**src/verilog/bsp_regs.vh**
```
`ifndef BSP_REGS_VH
`define BSP_REGS_VH

// register offsets on the plain register port
`define BSP_ADDR_W           8
`define BSP_OFS_DATA         8'h08
`define BSP_OFS_CTRL_DATA    8'h09
`define BSP_OFS_DIR          8'h88
`define BSP_OFS_CTRL         8'h89
`define BSP_OFS_EVT_STATUS   8'h8A
`define BSP_OFS_EVT_MASK     8'h8B

// control and status register fields
`define BSP_CTRL_IN_FULL     7
`define BSP_CTRL_OUT_FULL    6
`define BSP_CTRL_OVF         5
`define BSP_CTRL_MODE        4
`define BSP_CTRL_DIR_HI      2
`define BSP_CTRL_DIR_LO      0

// control pin positions
`define BSP_PIN_RD           0
`define BSP_PIN_WR           1
`define BSP_PIN_CS           2

// event status bits
`define BSP_EVT_W            3
`define BSP_EVT_WRITE_DONE   0
`define BSP_EVT_READ_DONE    1
`define BSP_EVT_OVERFLOW     2

// reset values
`define BSP_RST_DATA         8'h00
`define BSP_RST_DIR          8'hFF
`define BSP_RST_CTRL_DIR     3'h7
`define BSP_RST_CTRL_DATA    3'h0
`define BSP_RST_EVT          3'h0
`define BSP_RST_BYTE         8'h00
`define BSP_RST_FLAG         1'h0
`define BSP_CTRL_IDLE_PINS   3'h7

`endif

```
**src/verilog/bsp_sync.v**
```verilog
`timescale 1ns/100ps
module bsp_sync #(
    parameter             WIDTH = 8,
    parameter [WIDTH-1:0] INIT  = {WIDTH{1'b0}}
) (
    input  wire             clk_sys,
    input  wire             rst,
    input  wire [WIDTH-1:0] async_in,
    output reg  [WIDTH-1:0] sync_out
);

    reg [WIDTH-1:0] stage_one;

    // stage_one is read only by sync_out
    always @(posedge clk_sys) begin
        if (rst) begin
            stage_one <= INIT;
            sync_out  <= INIT;
        end else begin
            stage_one <= async_in;
            sync_out  <= stage_one;
        end
    end

endmodule

```
**src/verilog/bsp_port.v**
```verilog
`timescale 1ns/100ps
`include "bsp_regs.vh"

module bsp_port (
    input  wire                    clk_sys,
    input  wire                    rst,
    input  wire [`BSP_ADDR_W-1:0]  reg_addr,
    input  wire [7:0]              reg_wdata,
    input  wire                    reg_wr,
    input  wire                    reg_rd,
    output reg  [7:0]              reg_rdata,
    output wire                    irq,
    input  wire [7:0]              slave_data_pin_in,
    output wire [7:0]              slave_data_pin_out,
    output wire [7:0]              slave_data_pin_oe,
    input  wire [2:0]              ctrl_pin_in,
    output wire [2:0]              ctrl_pin_out,
    output wire [2:0]              ctrl_pin_oe
);

    // software-visible state
    reg  [7:0]             fourth_port_data;
    reg  [7:0]             fourth_port_direction;
    reg  [2:0]             fifth_port_data;
    reg  [2:0]             ctrl_dir;
    reg                    slave_port_enable;
    reg                    input_buffer_full;
    reg                    output_buffer_full;
    reg                    input_overflow;
    reg  [`BSP_EVT_W-1:0]  evt_status;
    reg  [`BSP_EVT_W-1:0]  evt_mask;

    // slave port state
    reg  [7:0]             input_latch;
    reg                    host_wr_prev;
    reg                    host_rd_prev;

    // synchronised pins
    wire [7:0]             data_pin_s;
    wire [2:0]             ctrl_pin_s;

    // decode
    wire                   sel_data;
    wire                   sel_ctrl_data;
    wire                   sel_dir;
    wire                   sel_ctrl;
    wire                   sel_status;
    wire                   sel_mask;
    wire                   host_sel;
    wire                   host_wr_act;
    wire                   host_rd_act;
    wire                   host_wr_start;
    wire                   host_wr_end;
    wire                   host_rd_start;
    wire                   host_rd_end;
    wire                   cpu_data_rd;
    wire                   cpu_data_wr;
    wire                   wr_dir;
    wire                   wr_ctrl_data;
    wire                   wr_ctrl;
    wire                   wr_status;
    wire                   wr_mask;
    wire                   view_in_full;
    wire                   view_out_full;
    wire [7:0]             data_view;
    wire [7:0]             host_drive;
    wire [`BSP_EVT_W-1:0]  evt_set;
    wire [7:0]             ctrl_view;
    reg  [7:0]             next_rdata;

    bsp_sync #(
        .WIDTH (8),
        .INIT  (`BSP_RST_BYTE)
    ) u_sync_data (
        .clk_sys  (clk_sys),
        .rst      (rst),
        .async_in (slave_data_pin_in),
        .sync_out (data_pin_s)
    );

    bsp_sync #(
        .WIDTH (3),
        .INIT  (`BSP_CTRL_IDLE_PINS)
    ) u_sync_ctrl (
        .clk_sys  (clk_sys),
        .rst      (rst),
        .async_in (ctrl_pin_in),
        .sync_out (ctrl_pin_s)
    );

    assign sel_data      = (reg_addr == `BSP_OFS_DATA);
    assign sel_ctrl_data = (reg_addr == `BSP_OFS_CTRL_DATA);
    assign sel_dir       = (reg_addr == `BSP_OFS_DIR);
    assign sel_ctrl      = (reg_addr == `BSP_OFS_CTRL);
    assign sel_status    = (reg_addr == `BSP_OFS_EVT_STATUS);
    assign sel_mask      = (reg_addr == `BSP_OFS_EVT_MASK);

    assign cpu_data_rd = reg_rd & sel_data;
    assign cpu_data_wr = reg_wr & sel_data;
    assign wr_dir       = reg_wr & sel_dir;
    assign wr_ctrl_data = reg_wr & sel_ctrl_data;
    assign wr_ctrl      = reg_wr & sel_ctrl;
    assign wr_status    = reg_wr & sel_status;
    assign wr_mask      = reg_wr & sel_mask;

    // host side strobes, active low, qualified by chip select
    assign host_sel    = slave_port_enable & ~ctrl_pin_s[`BSP_PIN_CS];
    assign host_wr_act = host_sel & ~ctrl_pin_s[`BSP_PIN_WR];
    assign host_rd_act = host_sel & ~ctrl_pin_s[`BSP_PIN_RD];

    assign host_wr_start = host_wr_act & ~host_wr_prev;
    assign host_rd_start = host_rd_act & ~host_rd_prev;
    assign host_wr_end   = host_wr_prev & ~host_wr_act & slave_port_enable;
    assign host_rd_end   = host_rd_prev & ~host_rd_act & slave_port_enable;

    always @(posedge clk_sys) begin
        if (rst) begin
            host_wr_prev <= `BSP_RST_FLAG;
            host_rd_prev <= `BSP_RST_FLAG;
        end else begin
            host_wr_prev <= host_wr_act;
            host_rd_prev <= host_rd_act;
        end
    end

    // capture the host byte while the write strobe is low
    always @(posedge clk_sys) begin
        if (rst) begin
            input_latch <= `BSP_RST_BYTE;
        end else if (host_wr_act) begin
            input_latch <= data_pin_s;
        end
    end

    // plain registers, one per address
    always @(posedge clk_sys) begin
        if (rst) begin
            fourth_port_data <= `BSP_RST_DATA;
        end else if (cpu_data_wr) begin
            fourth_port_data <= reg_wdata;
        end
    end

    always @(posedge clk_sys) begin
        if (rst) begin
            fourth_port_direction <= `BSP_RST_DIR;
        end else if (wr_dir) begin
            fourth_port_direction <= reg_wdata;
        end
    end

    always @(posedge clk_sys) begin
        if (rst) begin
            fifth_port_data <= `BSP_RST_CTRL_DATA;
        end else if (wr_ctrl_data) begin
            fifth_port_data <= reg_wdata[`BSP_CTRL_DIR_HI:`BSP_CTRL_DIR_LO];
        end
    end

    always @(posedge clk_sys) begin
        if (rst) begin
            ctrl_dir          <= `BSP_RST_CTRL_DIR;
            slave_port_enable <= `BSP_RST_FLAG;
        end else if (wr_ctrl) begin
            ctrl_dir          <= reg_wdata[`BSP_CTRL_DIR_HI:`BSP_CTRL_DIR_LO];
            slave_port_enable <= reg_wdata[`BSP_CTRL_MODE];
        end
    end

    always @(posedge clk_sys) begin
        if (rst) begin
            evt_mask <= `BSP_RST_EVT;
        end else if (wr_mask) begin
            evt_mask <= reg_wdata[`BSP_EVT_W-1:0];
        end
    end

    // input buffer full: set by host write end, cleared by cpu read
    always @(posedge clk_sys) begin
        if (rst) begin
            input_buffer_full <= `BSP_RST_FLAG;
        end else if (!slave_port_enable) begin
            input_buffer_full <= 1'b0;
        end else if (host_wr_end) begin
            input_buffer_full <= 1'b1;
        end else if (cpu_data_rd) begin
            input_buffer_full <= 1'b0;
        end
    end

    // output buffer full: firmware write sets, host read start clears
    always @(posedge clk_sys) begin
        if (rst) begin
            output_buffer_full <= `BSP_RST_FLAG;
        end else if (!slave_port_enable) begin
            output_buffer_full <= 1'b0;
        end else if (cpu_data_wr) begin
            output_buffer_full <= 1'b1;
        end else if (host_rd_start) begin
            output_buffer_full <= 1'b0;
        end
    end

    // overflow: sticky, loaded from ctrl bit 5 on every ctrl write not in the cycle a new overflow sets it, including the one that leaves slave mode
    always @(posedge clk_sys) begin
        if (rst) begin
            input_overflow <= `BSP_RST_FLAG;
        end else if (host_wr_start && input_buffer_full) begin
            input_overflow <= 1'b1;
        end else if (wr_ctrl) begin
            input_overflow <= reg_wdata[`BSP_CTRL_OVF];
        end
    end

    // event status, write one to clear, set wins
    assign evt_set[`BSP_EVT_WRITE_DONE] = host_wr_end;
    assign evt_set[`BSP_EVT_READ_DONE]  = host_rd_end;
    assign evt_set[`BSP_EVT_OVERFLOW]   = host_wr_start & input_buffer_full;

    always @(posedge clk_sys) begin
        if (rst) begin
            evt_status <= `BSP_RST_EVT;
        end else if (wr_status) begin
            evt_status <= (evt_status & ~reg_wdata[`BSP_EVT_W-1:0]) | evt_set;
        end else begin
            evt_status <= evt_status | evt_set;
        end
    end

    assign irq = |(evt_status & evt_mask);

    // full flags read clear from the cycle slave mode is left
    assign view_in_full  = input_buffer_full & slave_port_enable;
    assign view_out_full = output_buffer_full & slave_port_enable;

    // bit 3 always zero
    assign ctrl_view = {view_in_full,
                        view_out_full,
                        input_overflow,
                        slave_port_enable,
                        1'b0,
                        ctrl_dir};

    assign data_view = slave_port_enable ? input_latch : data_pin_s;

    // read data stands one cycle after the strobe only
    always @* begin
        next_rdata = `BSP_RST_BYTE;
        if (reg_rd) begin
            case (reg_addr)
                `BSP_OFS_DATA: begin
                    next_rdata = data_view;
                end
                `BSP_OFS_CTRL_DATA: begin
                    next_rdata = {5'h00, ctrl_pin_s};
                end
                `BSP_OFS_DIR: begin
                    next_rdata = fourth_port_direction;
                end
                `BSP_OFS_CTRL: begin
                    next_rdata = ctrl_view;
                end
                `BSP_OFS_EVT_STATUS: begin
                    next_rdata = {5'h00, evt_status};
                end
                `BSP_OFS_EVT_MASK: begin
                    next_rdata = {5'h00, evt_mask};
                end
                default: begin
                    next_rdata = `BSP_RST_BYTE;
                end
            endcase
        end
    end

    always @(posedge clk_sys) begin
        if (rst) begin
            reg_rdata <= `BSP_RST_BYTE;
        end else begin
            reg_rdata <= next_rdata;
        end
    end

    // pin drive
    assign host_drive         = {8{host_rd_act}};
    assign slave_data_pin_out = fourth_port_data;
    assign slave_data_pin_oe  = slave_port_enable ? host_drive
                                                  : ~fourth_port_direction;
    assign ctrl_pin_out = fifth_port_data;
    assign ctrl_pin_oe  = ~ctrl_dir;

endmodule

```
**config.mk**
```make
export PLATFORM = sky130hd
export DESIGN_NAME = bsp_port
export DESIGN_NICKNAME = d
export VERILOG_FILES = /design/src/verilog/bsp_sync.v /design/src/verilog/bsp_port.v
export VERILOG_INCLUDE_DIRS = /design/src /design/src/verilog
export SDC_FILE = /design/constraint.sdc
export NUM_CORES = 1
export LEC_CHECK = 0
export BUFFER_PORTS_ARGS = -buffer_cell sky130_fd_sc_hd__buf_4
export CAP_MARGIN = 20
export CORE_MARGIN = 3
export CORE_UTILIZATION = 50
export CTS_BUF_LIST = sky130_fd_sc_hd__clkbuf_2
export DETAILED_ROUTE_END_ITERATION = 16
export PLACE_DENSITY_LB_ADDON = 0.1
export SYNTH_ARGS = -nofsm -noshare
export SYNTH_HDL_FRONTEND = slang
export SYNTH_SLANG_ARGS = --single-unit
```
**constraint.sdc**
```tcl
create_clock -name clk_sys -period 2 [get_ports clk_sys]
set_input_delay 0.2 -clock clk_sys [delete_from_list [all_inputs] [get_ports clk_sys]]
set_output_delay 0.2 -clock clk_sys [all_outputs]
set_load 0.005 [all_outputs]
```
### After elaboration in Yosys (flattened, before gate mapping)

Index checks and enable logic that the tools add are counted.

* eq/ne operators: 6
* multiplexer cells: 10
* bitwise operators: 35
* reductions and logical operators: 7

Operators with widths (count)
* $pmux W8 S6: 1
* $eq A8 B8 Y1 const B: 4
* $and A1 B1 Y1: 19
* $eq A8 B4 Y1 const B: 2
* $mux W8: 2
* $not A1 Y1: 9
* $not A8 Y8: 1
* $and A3 B3 Y3: 2
* $mux W1: 6
* $not A3 Y3: 2
* $or A3 B3 Y3: 2
* $reduce_bool A2 Y1: 3
* $reduce_or A2 Y1: 2
* $mux W3: 1
* $reduce_or A3 Y1: 1
* $logic_and A1 B1 Y1: 1

* bits in registers: 72
* output and inout port bits: 31
* word-level logic and storage cells: 76

### Logic depth before layout (Yosys ltp)

Gate-level depths: netlist of the first run.

* depth after elaboration: 8
* mapped depth: 6

### Hierarchy

Synthesis of the first run repeated with hierarchy kept, for this count alone.

* cell total of the unflattened synthesis: 305
* area, all modules: 2906.5 um^2

Modules (own cells, without submodules)
* bsp_port: instances 1, cells an instance 260, area an instance 2284.7 um^2
* bsp_sync at u_sync_data: instances 1, cells an instance 33, area an instance 464.2 um^2
* bsp_sync at u_sync_ctrl: instances 1, cells an instance 12, area an instance 157.7 um^2

### Least setup slack after synthesis of the first run

No wires, ideal clock.

* path type: input to register
* start point: input reg_addr[1]
* end point: register fifth_port_data[0] (netlist: ctrl_pin_out[0])
* setup time: 0.128 ns
* arrival: 1.468 ns
* path slack: 0.405 ns
* stages: 6
* cells stage by stage: or3b_2 > buf_6 > or3_1 > clkbuf_1 > mux2i_1 > nor2_1

* cells in the longest elaborated chain, start to end: 2

RTL lines
* from (decl): RTL line bsp_port.v:7 `` input wire [`BSP_ADDR_W-1:0] reg_addr, ``
* $eq A8 B4 Y1
* $and A1 B1 Y1: RTL line bsp_port.v:101 `assign wr_ctrl_data = reg_wr & sel_ctrl_data;`
* to (signal assigned): RTL line bsp_port.v:154 `` fifth_port_data <= `BSP_RST_CTRL_DATA; ``
* to (signal assigned): RTL line bsp_port.v:156 `` fifth_port_data <= reg_wdata[`BSP_CTRL_DIR_HI:`BSP_CTRL_DIR_LO]; ``
* to (decl): RTL line bsp_port.v:24 `reg [2:0] fifth_port_data;`

Every way passes these cells.
A chain may end at the register's enable or synchronous reset.

### Worst setup path in the final report of the first run

* start point: input reg_addr[0]
* end point: register fourth_port_data[5] (netlist: slave_data_pin_out[5])

* cells in the longest elaborated chain, start to end: 2

RTL lines
* $eq A8 B4 Y1
* $and A1 B1 Y1: RTL line bsp_port.v:99 `assign cpu_data_wr = reg_wr & sel_data;`
* to (signal assigned): RTL line bsp_port.v:138 `` fourth_port_data <= `BSP_RST_DATA; ``
* to (signal assigned): RTL line bsp_port.v:140 `fourth_port_data <= reg_wdata;`
* to (decl): RTL line bsp_port.v:22 `reg [7:0] fourth_port_data;`

Every way passes these cells.

==> out/metrics.yaml, run 1 <==
status: "complete, no violations"
die_y_um: 81.5
synthTopCellsByArea: "dfxtp_1 51%, mux2i_1 13%, nand2_1 4.6%"
fin_skew_ns: 0.0160
synth_compound_area_frac: 0.104
synth_area_um2: 2850
yosys.area_share.simple: 0.213
dr.pass1.iters: 4
grt_pass1_wl_mm: 10.3
synth-async-reset-ratio: 0
stdcell_count: 460
ys.flop_type: "dfxtp_1"
io_buffers: 61
report.final.slew_viol_count: 0
gp_congestion: 0.923
grt_pass1_vias: 2154
clockBufferDepth: 2
synth_most_common_cell: "dfxtp_1"
hpwl_mm: 4.57
syn_nets: 329
worst_slew_pin_slew_ns: 0.454
startpoint_type: "input pin"
fin_nets: 416
synth-xor-area-share: 0
syn_avg_cell_area_um2: 9.57
clock_latency_ns: 0.50
max-cap-violations: 0
rsz0062_at_grt: "false"
cts-htree-levels: 3
fin_setup_tns_ns: 0
drtIter0Drc: 152
synth_edf_count: 0
wl_per_cell_um: 14.4
setup_viol: 0
p_total_mw: 2.43
powerDensity_nw_per_um2: 650
synth_top_family_by_area: "simple AND/OR/NAND/NOR gates"
post-route-drc-count: 0
cp-end-kind: "register"
ant_nets: 0
dp.cells: 420
dieArea_um2: 6650
pre_cts_ws_ns: 0.147
p_leak_nw: 1.58
worstSetupPathType: "input pin to register"
drive_above_1_share: 0.264
path_clk_slew_ns: 0.20
ys_types: 40
post_cts_buffers: 0
vias: 2371
synth_seq_cells: 72
yosys.area.top_type: "dfxtp_1"
cp.arrival_ns: 2.31
syn_inst: 298
rows: 26
cts_tree: "yes"
relSlewSlack: 0.697
critPathRequiredTime_ns: 2.41
ios: 62
yosys-top-cells-count: "72 x dfxtp_1, 37 x mux2i_1, 35 x nand2_1"
min_path_type: "input pin to register"
cts_num_sinks: 72
syn2layout_area_growth_pct: 31.0
cts-root-buf: "clkbuf_2"
die_w_um: 81.5
synthAdderAreaFrac: 0
ys_seq_area_frac: 0.505
yosys_warnings: 0
grt_use_total: 0.214
cp_max_fo: 18
initial_core_util: 0.538
hold_viol: 0
peakVddDrop_v: 0.000453
cts_made_buffers: 9
diodes: 0
synth_top_area_share: 0.505
fin_crit_ns: 1.90
holdWs_ns: 0.107
vias_per_cell: 5.15
antenna_found_initial: 0
finalCritPeriodShare: 0.949
grt_overflow_total: 0
core-area_um2: 5300
grt_max_degree: 34
muxShareOfSynthArea: 0.138
worst_slack_ns: 0.101
routed_wl_mm: 6.61
max_freq_ghz: 0.527
[worst max-delay path: stages]
cell and delay, ns:
dlygate4sd3_1 0.53, buf_4 0.21, nor4b_2 0.33, nand3_1 0.13
buf_4 0.20, nand2_1 0.08, a21oi_1 0.06, dlygate4sd3_1 0.56
[cells by family after synthesis]
group                  Yosys count
AOI/OAI and AO/OA               46
buffers and inverters           26
DFF                             72
muxes                           39
and+or+nand+nor                115
[path summary, 6_finish.rpt]
| path | start | to | slack [ns] | cells after the start |
|---|---|---|---|---|
| setup / recovery | reg_addr[0] | slave_data_pin_out[5] | 0.10 | 8 |
| hold / removal | reg_addr[5] | reg_rdata[3] | 0.11 | 4 |
| setup reg to reg | slave_port_enable | input_latch[5] | 0.50 | 4 |
| hold reg to reg | u_sync_ctrl.stage_one[1] | u_sync_ctrl.sync_out[1] | 0.44 | 1 |
[layer usage]
layer | global-route usage | vias to the layer above | share of wire | routed length, um
li1 | - | 1203 | - | -
met2 | 0.323 | 73 | 0.46 | 3030
met5 | 0 | - | 0 | 0
met3 | 0.0614 | 7 | 0.069 | 459
met4 | 0.0912 | 0 | 0.011 | 73
met1 | 0.284 | 1088 | 0.46 | 3050
[cell usage in the layout (no fill, tap or decap), types with 2 or more instances in the layout]
| cell type | n |
|---|---|
| nand3b_1 | 2 |
| mux2i_1 | 37 |
| nand3_1 | 8 |
| a41o_1 | 2 |
| nor2_1 | 26 |
| o211ai_1 | 4 |
| nor3_4 | 2 |
| dlygate4sd3_1 | 24 |
| nand2_1 | 34 |
| mux2_2 | 2 |
| or3_1 | 3 |
| clkinvlp_4 | 2 |
| buf_4 | 69 |
| o21ai_0 | 14 |
| a21oi_1 | 15 |
| clkinv_2 | 2 |
| dfxtp_1 | 71 |
| o2111ai_1 | 3 |
| clkbuf_2 | 9 |
| nor3_1 | 2 |
| clkinv_1 | 2 |
| nor2b_1 | 18 |
| inv_1 | 9 |
| a22oi_1 | 2 |
| or2_2 | 6 |
[power by group]
group	total (mW)	switching, mW	leakage (nW)	internal (mW)
registers	1.47	0.00720	0.586	1.46
clock network	0.782	0.507	0.0628	0.275
logic	0.184	0.0866	0.928	0.0972
[through the flow]
step | instance area [um^2] | util
floorplan | 2850 | -
global placement | 3380 | 0.637
detailed placement | 3380 | 0.637
CTS | 3730 | 0.703
global route | 3740 | 0.705
finish | 3740 | 0.705
[state kept, by name, indices dropped and copies added (netlist names)]
register	flops
evt_mask	3
input_latch	8
fourth_port_direction	8
slave_data_pin_out	8
u_sync_data.stage_one	8
evt_status	3
u_sync_data.sync_out	8
slave_port_enable	1
u_sync_ctrl.sync_out	3
ctrl_pin_out	3
ctrl_dir	3
output_buffer_full	1
u_sync_ctrl.stage_one	3
input_buffer_full	1
input_overflow	1
reg_rdata	8
host_rd_prev	1
host_wr_prev	1
[area by class of cell]
cell class | instances | area [um^2]
clock buffers | 9 | 45.0
flip-flops and latches | 72 | 1440
inverters | 9 | 33.8
fillers | 449 | 1570
repair buffers | 93 | 758
multi-input cells | 200 | 1310
well taps | 70 | 87.6
clock inverters | 7 | 62.6
[repair_timing]
item	in CTS	in global routing
setup endpoints to repair	1	2
gates resized for setup	1	2
hold buffers	24	0
hold endpoints to repair	48	0
Note: power is estimated with default switching activity, not from simulation.
==> run 2, diff against run 1 <==
--- a/config.mk
+++ b/config.mk
@@ -10,7 +10,7 @@
 export CAP_MARGIN = 20
 export CORE_MARGIN = 3
 export CORE_UTILIZATION = 50
-export CTS_BUF_LIST = sky130_fd_sc_hd__clkbuf_2
+export CTS_BUF_LIST = sky130_fd_sc_hd__clkbuf_8 sky130_fd_sc_hd__clkbuf_16
 export DETAILED_ROUTE_END_ITERATION = 16
 export PLACE_DENSITY_LB_ADDON = 0.1
 export SYNTH_ARGS = -nofsm -noshare
==> run 2 against run 1 <==
  * Sequential share of layout area grew 1.6 points
  * Power increased by 14%
  * First-iteration DRC count rose by 2.0%
  * Cell count is 5.2% lower
  * Utilization fell by 2.9 points
  * Via count down 3.0%
  * Die area is the same
  * Critical path depth fell by 5
  * Non-clock buffer count down 24
  * Maximum frequency grew 6.4%
  * Worst setup slack better by 0.11 ns
==> out/metrics.yaml, run 2 (synthesized netlist as in run 1, its figures left out) <==
status: "complete, no violations"
core-area_um2: 5300  # unchanged
post-route-drc-count: 0  # unchanged
grt_max_degree: 34  # unchanged
rsz0062_at_grt: "false"
powerDensity_nw_per_um2: 773  # +19%
cts_tree: "yes"
post_cts_buffers: 0  # unchanged
multiInputGateArea_um2: 1300  # -0.67%
clockBufferDepth: 2  # unchanged
final_cell_mix: "72 x dfxtp_1, 69 x buf_4, 37 x mux2i_1, 35 x nand2_1, 26 x nor2_1"
p_leak_nw: 1.51  # -4.3%
cts_num_sinks: 72  # unchanged
min_path_type: "input pin to register"
grt_pass1_wl_mm: 10.0  # -2.9%
path_clk_slew_ns: 0.07  # -0.13 ns
relSlewSlack: 0.695  # -0.00121
critPathRequiredTime_ns: 1.80  # -0.61 ns
fin_crit_ns: 1.78  # -0.114 ns
initial_core_util: 0.538  # unchanged
syn2layout_area_growth_pct: 25.7
fin_skew_ns: 0.00776  # -0.00823 ns
cts_made_buffers: 9  # unchanged
cts-htree-levels: 3  # unchanged
max_freq_ghz: 0.560  # +6.4%
worst_slew_pin_slew_ns: 0.456  # +0.00181 ns
vias: 2299  # -3.0%
dieArea_um2: 6650  # unchanged
cp-end-kind: "output port"
rows: 26  # unchanged
cp.arrival_ns: 1.58  # -0.73 ns
cts-root-buf: "clkbuf_8"
vias_per_cell: 5.27  # +2.3%
min-delay-start: "ctrl_pin_in[1]"
diodes: 0  # unchanged
max-cap-violations: 0  # unchanged
routed_wl_mm: 6.36  # -3.8%
post_cts_resized: 0  # -1
hold_viol: 0  # unchanged
ff_latch_area_um2: 1440  # about the same
wl_per_cell_um: 14.6  # +1.5%
report.final.slew_viol_count: 0  # unchanged
grt_pass1_vias: 2059  # -4.4%
clock_latency_ns: 0.35  # -0.15 ns
drive_above_1_share: 0.279  # +0.0146
fin_setup_tns_ns: 0  # unchanged
fillerInstances: 459  # +2.2%
peakVddDrop_v: 0.000472  # +4.1%
setup_viol: 0  # unchanged
drtIter0Drc: 155  # +2.0%
fin_nets: 392  # -5.8%
ant_nets: 0  # unchanged
crit_start: "slave_port_enable"
gp_congestion: 0.923  # unchanged
grt_use_total: 0.206  # -0.00724
hpwl_mm: 4.57  # unchanged
die_y_um: 81.5  # unchanged
p_total_mw: 2.77  # +14%
cp_max_fo: 13  # -5
grt_overflow_total: 0  # unchanged
die_w_um: 81.5  # unchanged
dr.pass1.iters: 4  # unchanged
cts_hold_buf: 0  # -100%
ios: 62  # unchanged
antenna_found_initial: 0  # unchanged
reg2reg_from: "slave_port_enable"
worstSetupPathType: "register to output port"
startpoint_type: "register"
io_buffers: 61  # unchanged
layout_commonest_cell: "dfxtp_1"
finalCritPeriodShare: 0.892  # -0.0569
-- run 2: path summary, 6_finish.rpt --
kind | to | slack [ns] | cells after the start
max reg2reg | input_latch[6] | 0.37 | 4
max | slave_data_pin_oe[7] | 0.22 | 3
min reg2reg | u_sync_ctrl.sync_out[1] | 0.42 | 1
min | u_sync_ctrl.stage_one[1] | 0.04 | 2
-- run 2: critical path: stages (launching register included) --
cell,delay [ns]
dfxtp_1,0.57
nand2_1,0.32
o21ai_0,0.20
buf_4,0.16
-- run 2: area by class of cell --
type | count | area share
tap | 70 | 0.0244
clock buffer | 11 | 0.0422
timing repair buffer | 69 | 0.144
multi-input combinational | 200 | 0.362
clock inverter | 5 | 0.0154
inverter | 9 | 0.00942
sequential | 72 | 0.402
-- run 2: per-stage QoR --
step           instance area, um^2  cells  worst slack, ns   util  hold WS, ns
2_1_floorplan                 2850    298            0.405      -        0.304
3_3_place_gp                  3380    420            0.175  0.637        0.385
3_5_place_dp                  3380    420            0.147  0.637        0.389
4_1_cts                       3590    436            0.189  0.676       0.0237
5_1_grt                       3590    436           0.0394  0.676       0.0126
6_report                      3590    436            0.215  0.676       0.0360
-- run 2: power by group --
part           switching [mW]  internal [mW]
sequential            0.00728           1.45
clock                   0.524          0.639
combinational          0.0792         0.0677
-- run 2: routing by layer --
metal,wire [um],vias to the layer above,part of all wire,track usage
met2,2810,65,0.44,0.301
met3,466,6,0.073,0.0713
li1,-,1152,-,-
met4,84,0,0.013,0.0709
met1,3000,1076,0.47,0.283
met5,0,-,0,0
==> run 3, diff against run 2 <==
--- a/config.mk
+++ b/config.mk
@@ -9,7 +9,7 @@
 export BUFFER_PORTS_ARGS = -buffer_cell sky130_fd_sc_hd__buf_4
 export CAP_MARGIN = 20
 export CORE_MARGIN = 3
-export CORE_UTILIZATION = 50
+export CORE_UTILIZATION = 53
 export CTS_BUF_LIST = sky130_fd_sc_hd__clkbuf_8 sky130_fd_sc_hd__clkbuf_16
 export DETAILED_ROUTE_END_ITERATION = 16
 export PLACE_DENSITY_LB_ADDON = 0.1
==> run 3 against run 2 <==
  * Wire length shrank 3.5%
  * Critical path type unchanged
  * Clock power rose by 7%
  * Global-route usage fell by 0.12 points
  * Combinational power hardly changed
  * First-iteration DRC count is 37% lower
==> out/metrics.yaml, run 3 (synthesized netlist as in run 1, its figures left out) <==
status: "complete, no violations"
path_buf_inv: 1  # unchanged
cts_num_sinks: 72  # unchanged
p_leak_nw: 1.52  # +0.42%
ant_nets: 0  # unchanged
holdWs_ns: 0.0386  # +0.00261 ns
critPathRequiredTime_ns: 1.80  # about the same
cts_tree: "yes"
startpoint_type: "register"
diodes: 0  # unchanged
peakVddDrop_v: 0.000491  # +4.1%
rsz0062_at_grt: "false"
grt_use_total: 0.205  # -0.00121
grt_max_degree: 31  # -8.8%
die_w_um: 79.4  # -2.7%
cts-htree-levels: 3  # unchanged
cts_made_buffers: 9  # unchanged
fin_setup_tns_ns: 0  # unchanged
clock_latency_ns: 0.34  # about the same
path_clk_slew_ns: 0.07  # about the same
fin_skew_ns: 0.00949  # +0.00174 ns
finalCritPeriodShare: 0.849  # -0.0439
initial_core_util: 0.552  # +0.0135
rows: 26  # unchanged
die_y_um: 79.4  # -2.7%
routed_wl_mm: 6.14  # -3.5%
critPathTopFamily: "flip-flops"
max_stage_delay_ns: 0.53  # -0.04 ns
io_buffers: 61  # unchanged
gp_congestion: 0.882  # -4.4%
final_cell_mix: "72 x dfxtp_1, 68 x buf_4, 37 x mux2i_1, 35 x nand2_1, 26 x nor2_1"
cp_max_fo: 12  # -1
cts_hold_buf: 0  # unchanged
min_path_type: "input pin to register"
fin_crit_ns: 1.70  # -0.0877 ns
max-cap-violations: 0  # unchanged
worstSetupPathType: "register to output port"
drive_above_1_share: 0.277  # -0.00198
hpwl_mm: 4.41  # -3.5%
worst_slew_pin_slew_ns: 0.435  # -0.0214 ns
drtIter0Drc: 98  # -37%
core-area_um2: 5170  # -2.5%
grt_overflow_total: 0  # unchanged
vias_per_cell: 5.17  # -1.9%
layout_commonest_cell: "dfxtp_1"
powerDensity_nw_per_um2: 793  # +2.7%
grt_pass1_vias: 2042  # -0.83%
final_area_um2: 3590  # +0.17%
fin_nets: 391  # -0.26%
clockBufferDepth: 2  # unchanged
grt_pass1_wl_mm: 9.67  # -3.4%
ios: 62  # unchanged
crit_slowest_cell: "dfxtp_1"
relSlewSlack: 0.706  # +0.0105
syn2layout_area_growth_pct: 25.9
post-route-drc-count: 0  # unchanged
p_total_mw: 2.85  # +2.8%
max_freq_ghz: 0.589  # +5.2%
wl_per_cell_um: 14.1  # -3.3%
dpl-instance-area_um2: 3370  # -0.22%
dr.pass1.iters: 4  # unchanged
crit_chain: "nand2_1 > o21ai_0 > buf_4"
hold_viol: 0  # unchanged
cp.arrival_ns: 1.50  # -0.08 ns
post_cts_resized: 0  # unchanged
cts-root-buf: "clkbuf_8"
cp-end-kind: "output port"
report.final.slew_viol_count: 0  # unchanged
post_cts_buffers: 0  # unchanged
dieArea_um2: 6300  # -5.3%
vias: 2250  # -2.1%
setup_viol: 0  # unchanged
antenna_found_initial: 0  # unchanged
-- run 3: cell types whose count changed in the layout (fill, tap and decap cells not counted) --
| cell | delta |
|---|---|
| clkinv_4 | +3 |
| clkbuf_8 | -2 |
| clkinvlp_4 | -2 |
| buf_4 | -1 |
| bufinv_16 | +1 |
-- run 3: worst reg2reg max path, cell delays in order, from the launching register on --
cell     delay, ns
dfxtp_1       0.53
nor3b_1       0.40
buf_4         0.28
mux2i_1       0.21
nor2_1        0.06
-- run 3: power by group --
part	switching, mW	internal, mW	total (mW)	leakage [nW]
registers	0.00733	1.45	1.46	0.585
clock network	0.540	0.703	1.24	0.113
logic	0.0783	0.0676	0.146	0.817
total	0.625	2.22	2.85	1.52
-- run 3: per-layer routing --
| layer | vias up | track usage | wire [um] | share of wire |
|---|---|---|---|---|
| met4 | 0 | 0.112 | 108 | 0.018 |
| met3 | 8 | 0.0522 | 335 | 0.055 |
| li1 | 1148 | - | - | - |
| met2 | 57 | 0.304 | 2740 | 0.45 |
| met1 | 1037 | 0.273 | 2960 | 0.48 |
| met5 | - | 0 | 0 | 0 |
-- run 3: path summary, 6_finish.rpt --
check | start | to | slack [ns] | cells after the start
max | slave_port_enable | slave_data_pin_oe[0] | 0.30 | 3
max reg2reg | slave_port_enable | input_latch[4] | 0.41 | 4
min reg2reg | u_sync_ctrl.stage_one[2] | u_sync_ctrl.sync_out[2] | 0.41 | 1
min | ctrl_pin_in[0] | u_sync_ctrl.stage_one[0] | 0.04 | 2
-- run 3: cell type report --
class | count | area, um^2
Clock inverter | 7 | 96.3
Timing Repair Buffer | 68 | 510
Clock buffer | 9 | 124
Fill cell | 429 | 1580
Sequential cell | 72 | 1440
Multi-Input combinational cell | 200 | 1300
Inverter | 9 | 33.8
Tap cell | 70 | 87.6
-- run 3: stage by stage --
stage | utilization | std cells | setup WS [ns]
2_1_floorplan | - | 298 | 0.405
4_1_cts | 0.694 | 435 | 0.298
6_report | 0.694 | 435 | 0.303
5_1_grt | 0.694 | 435 | 0.172
3_3_place_gp | 0.652 | 419 | 0.178
3_5_place_dp | 0.652 | 419 | 0.157
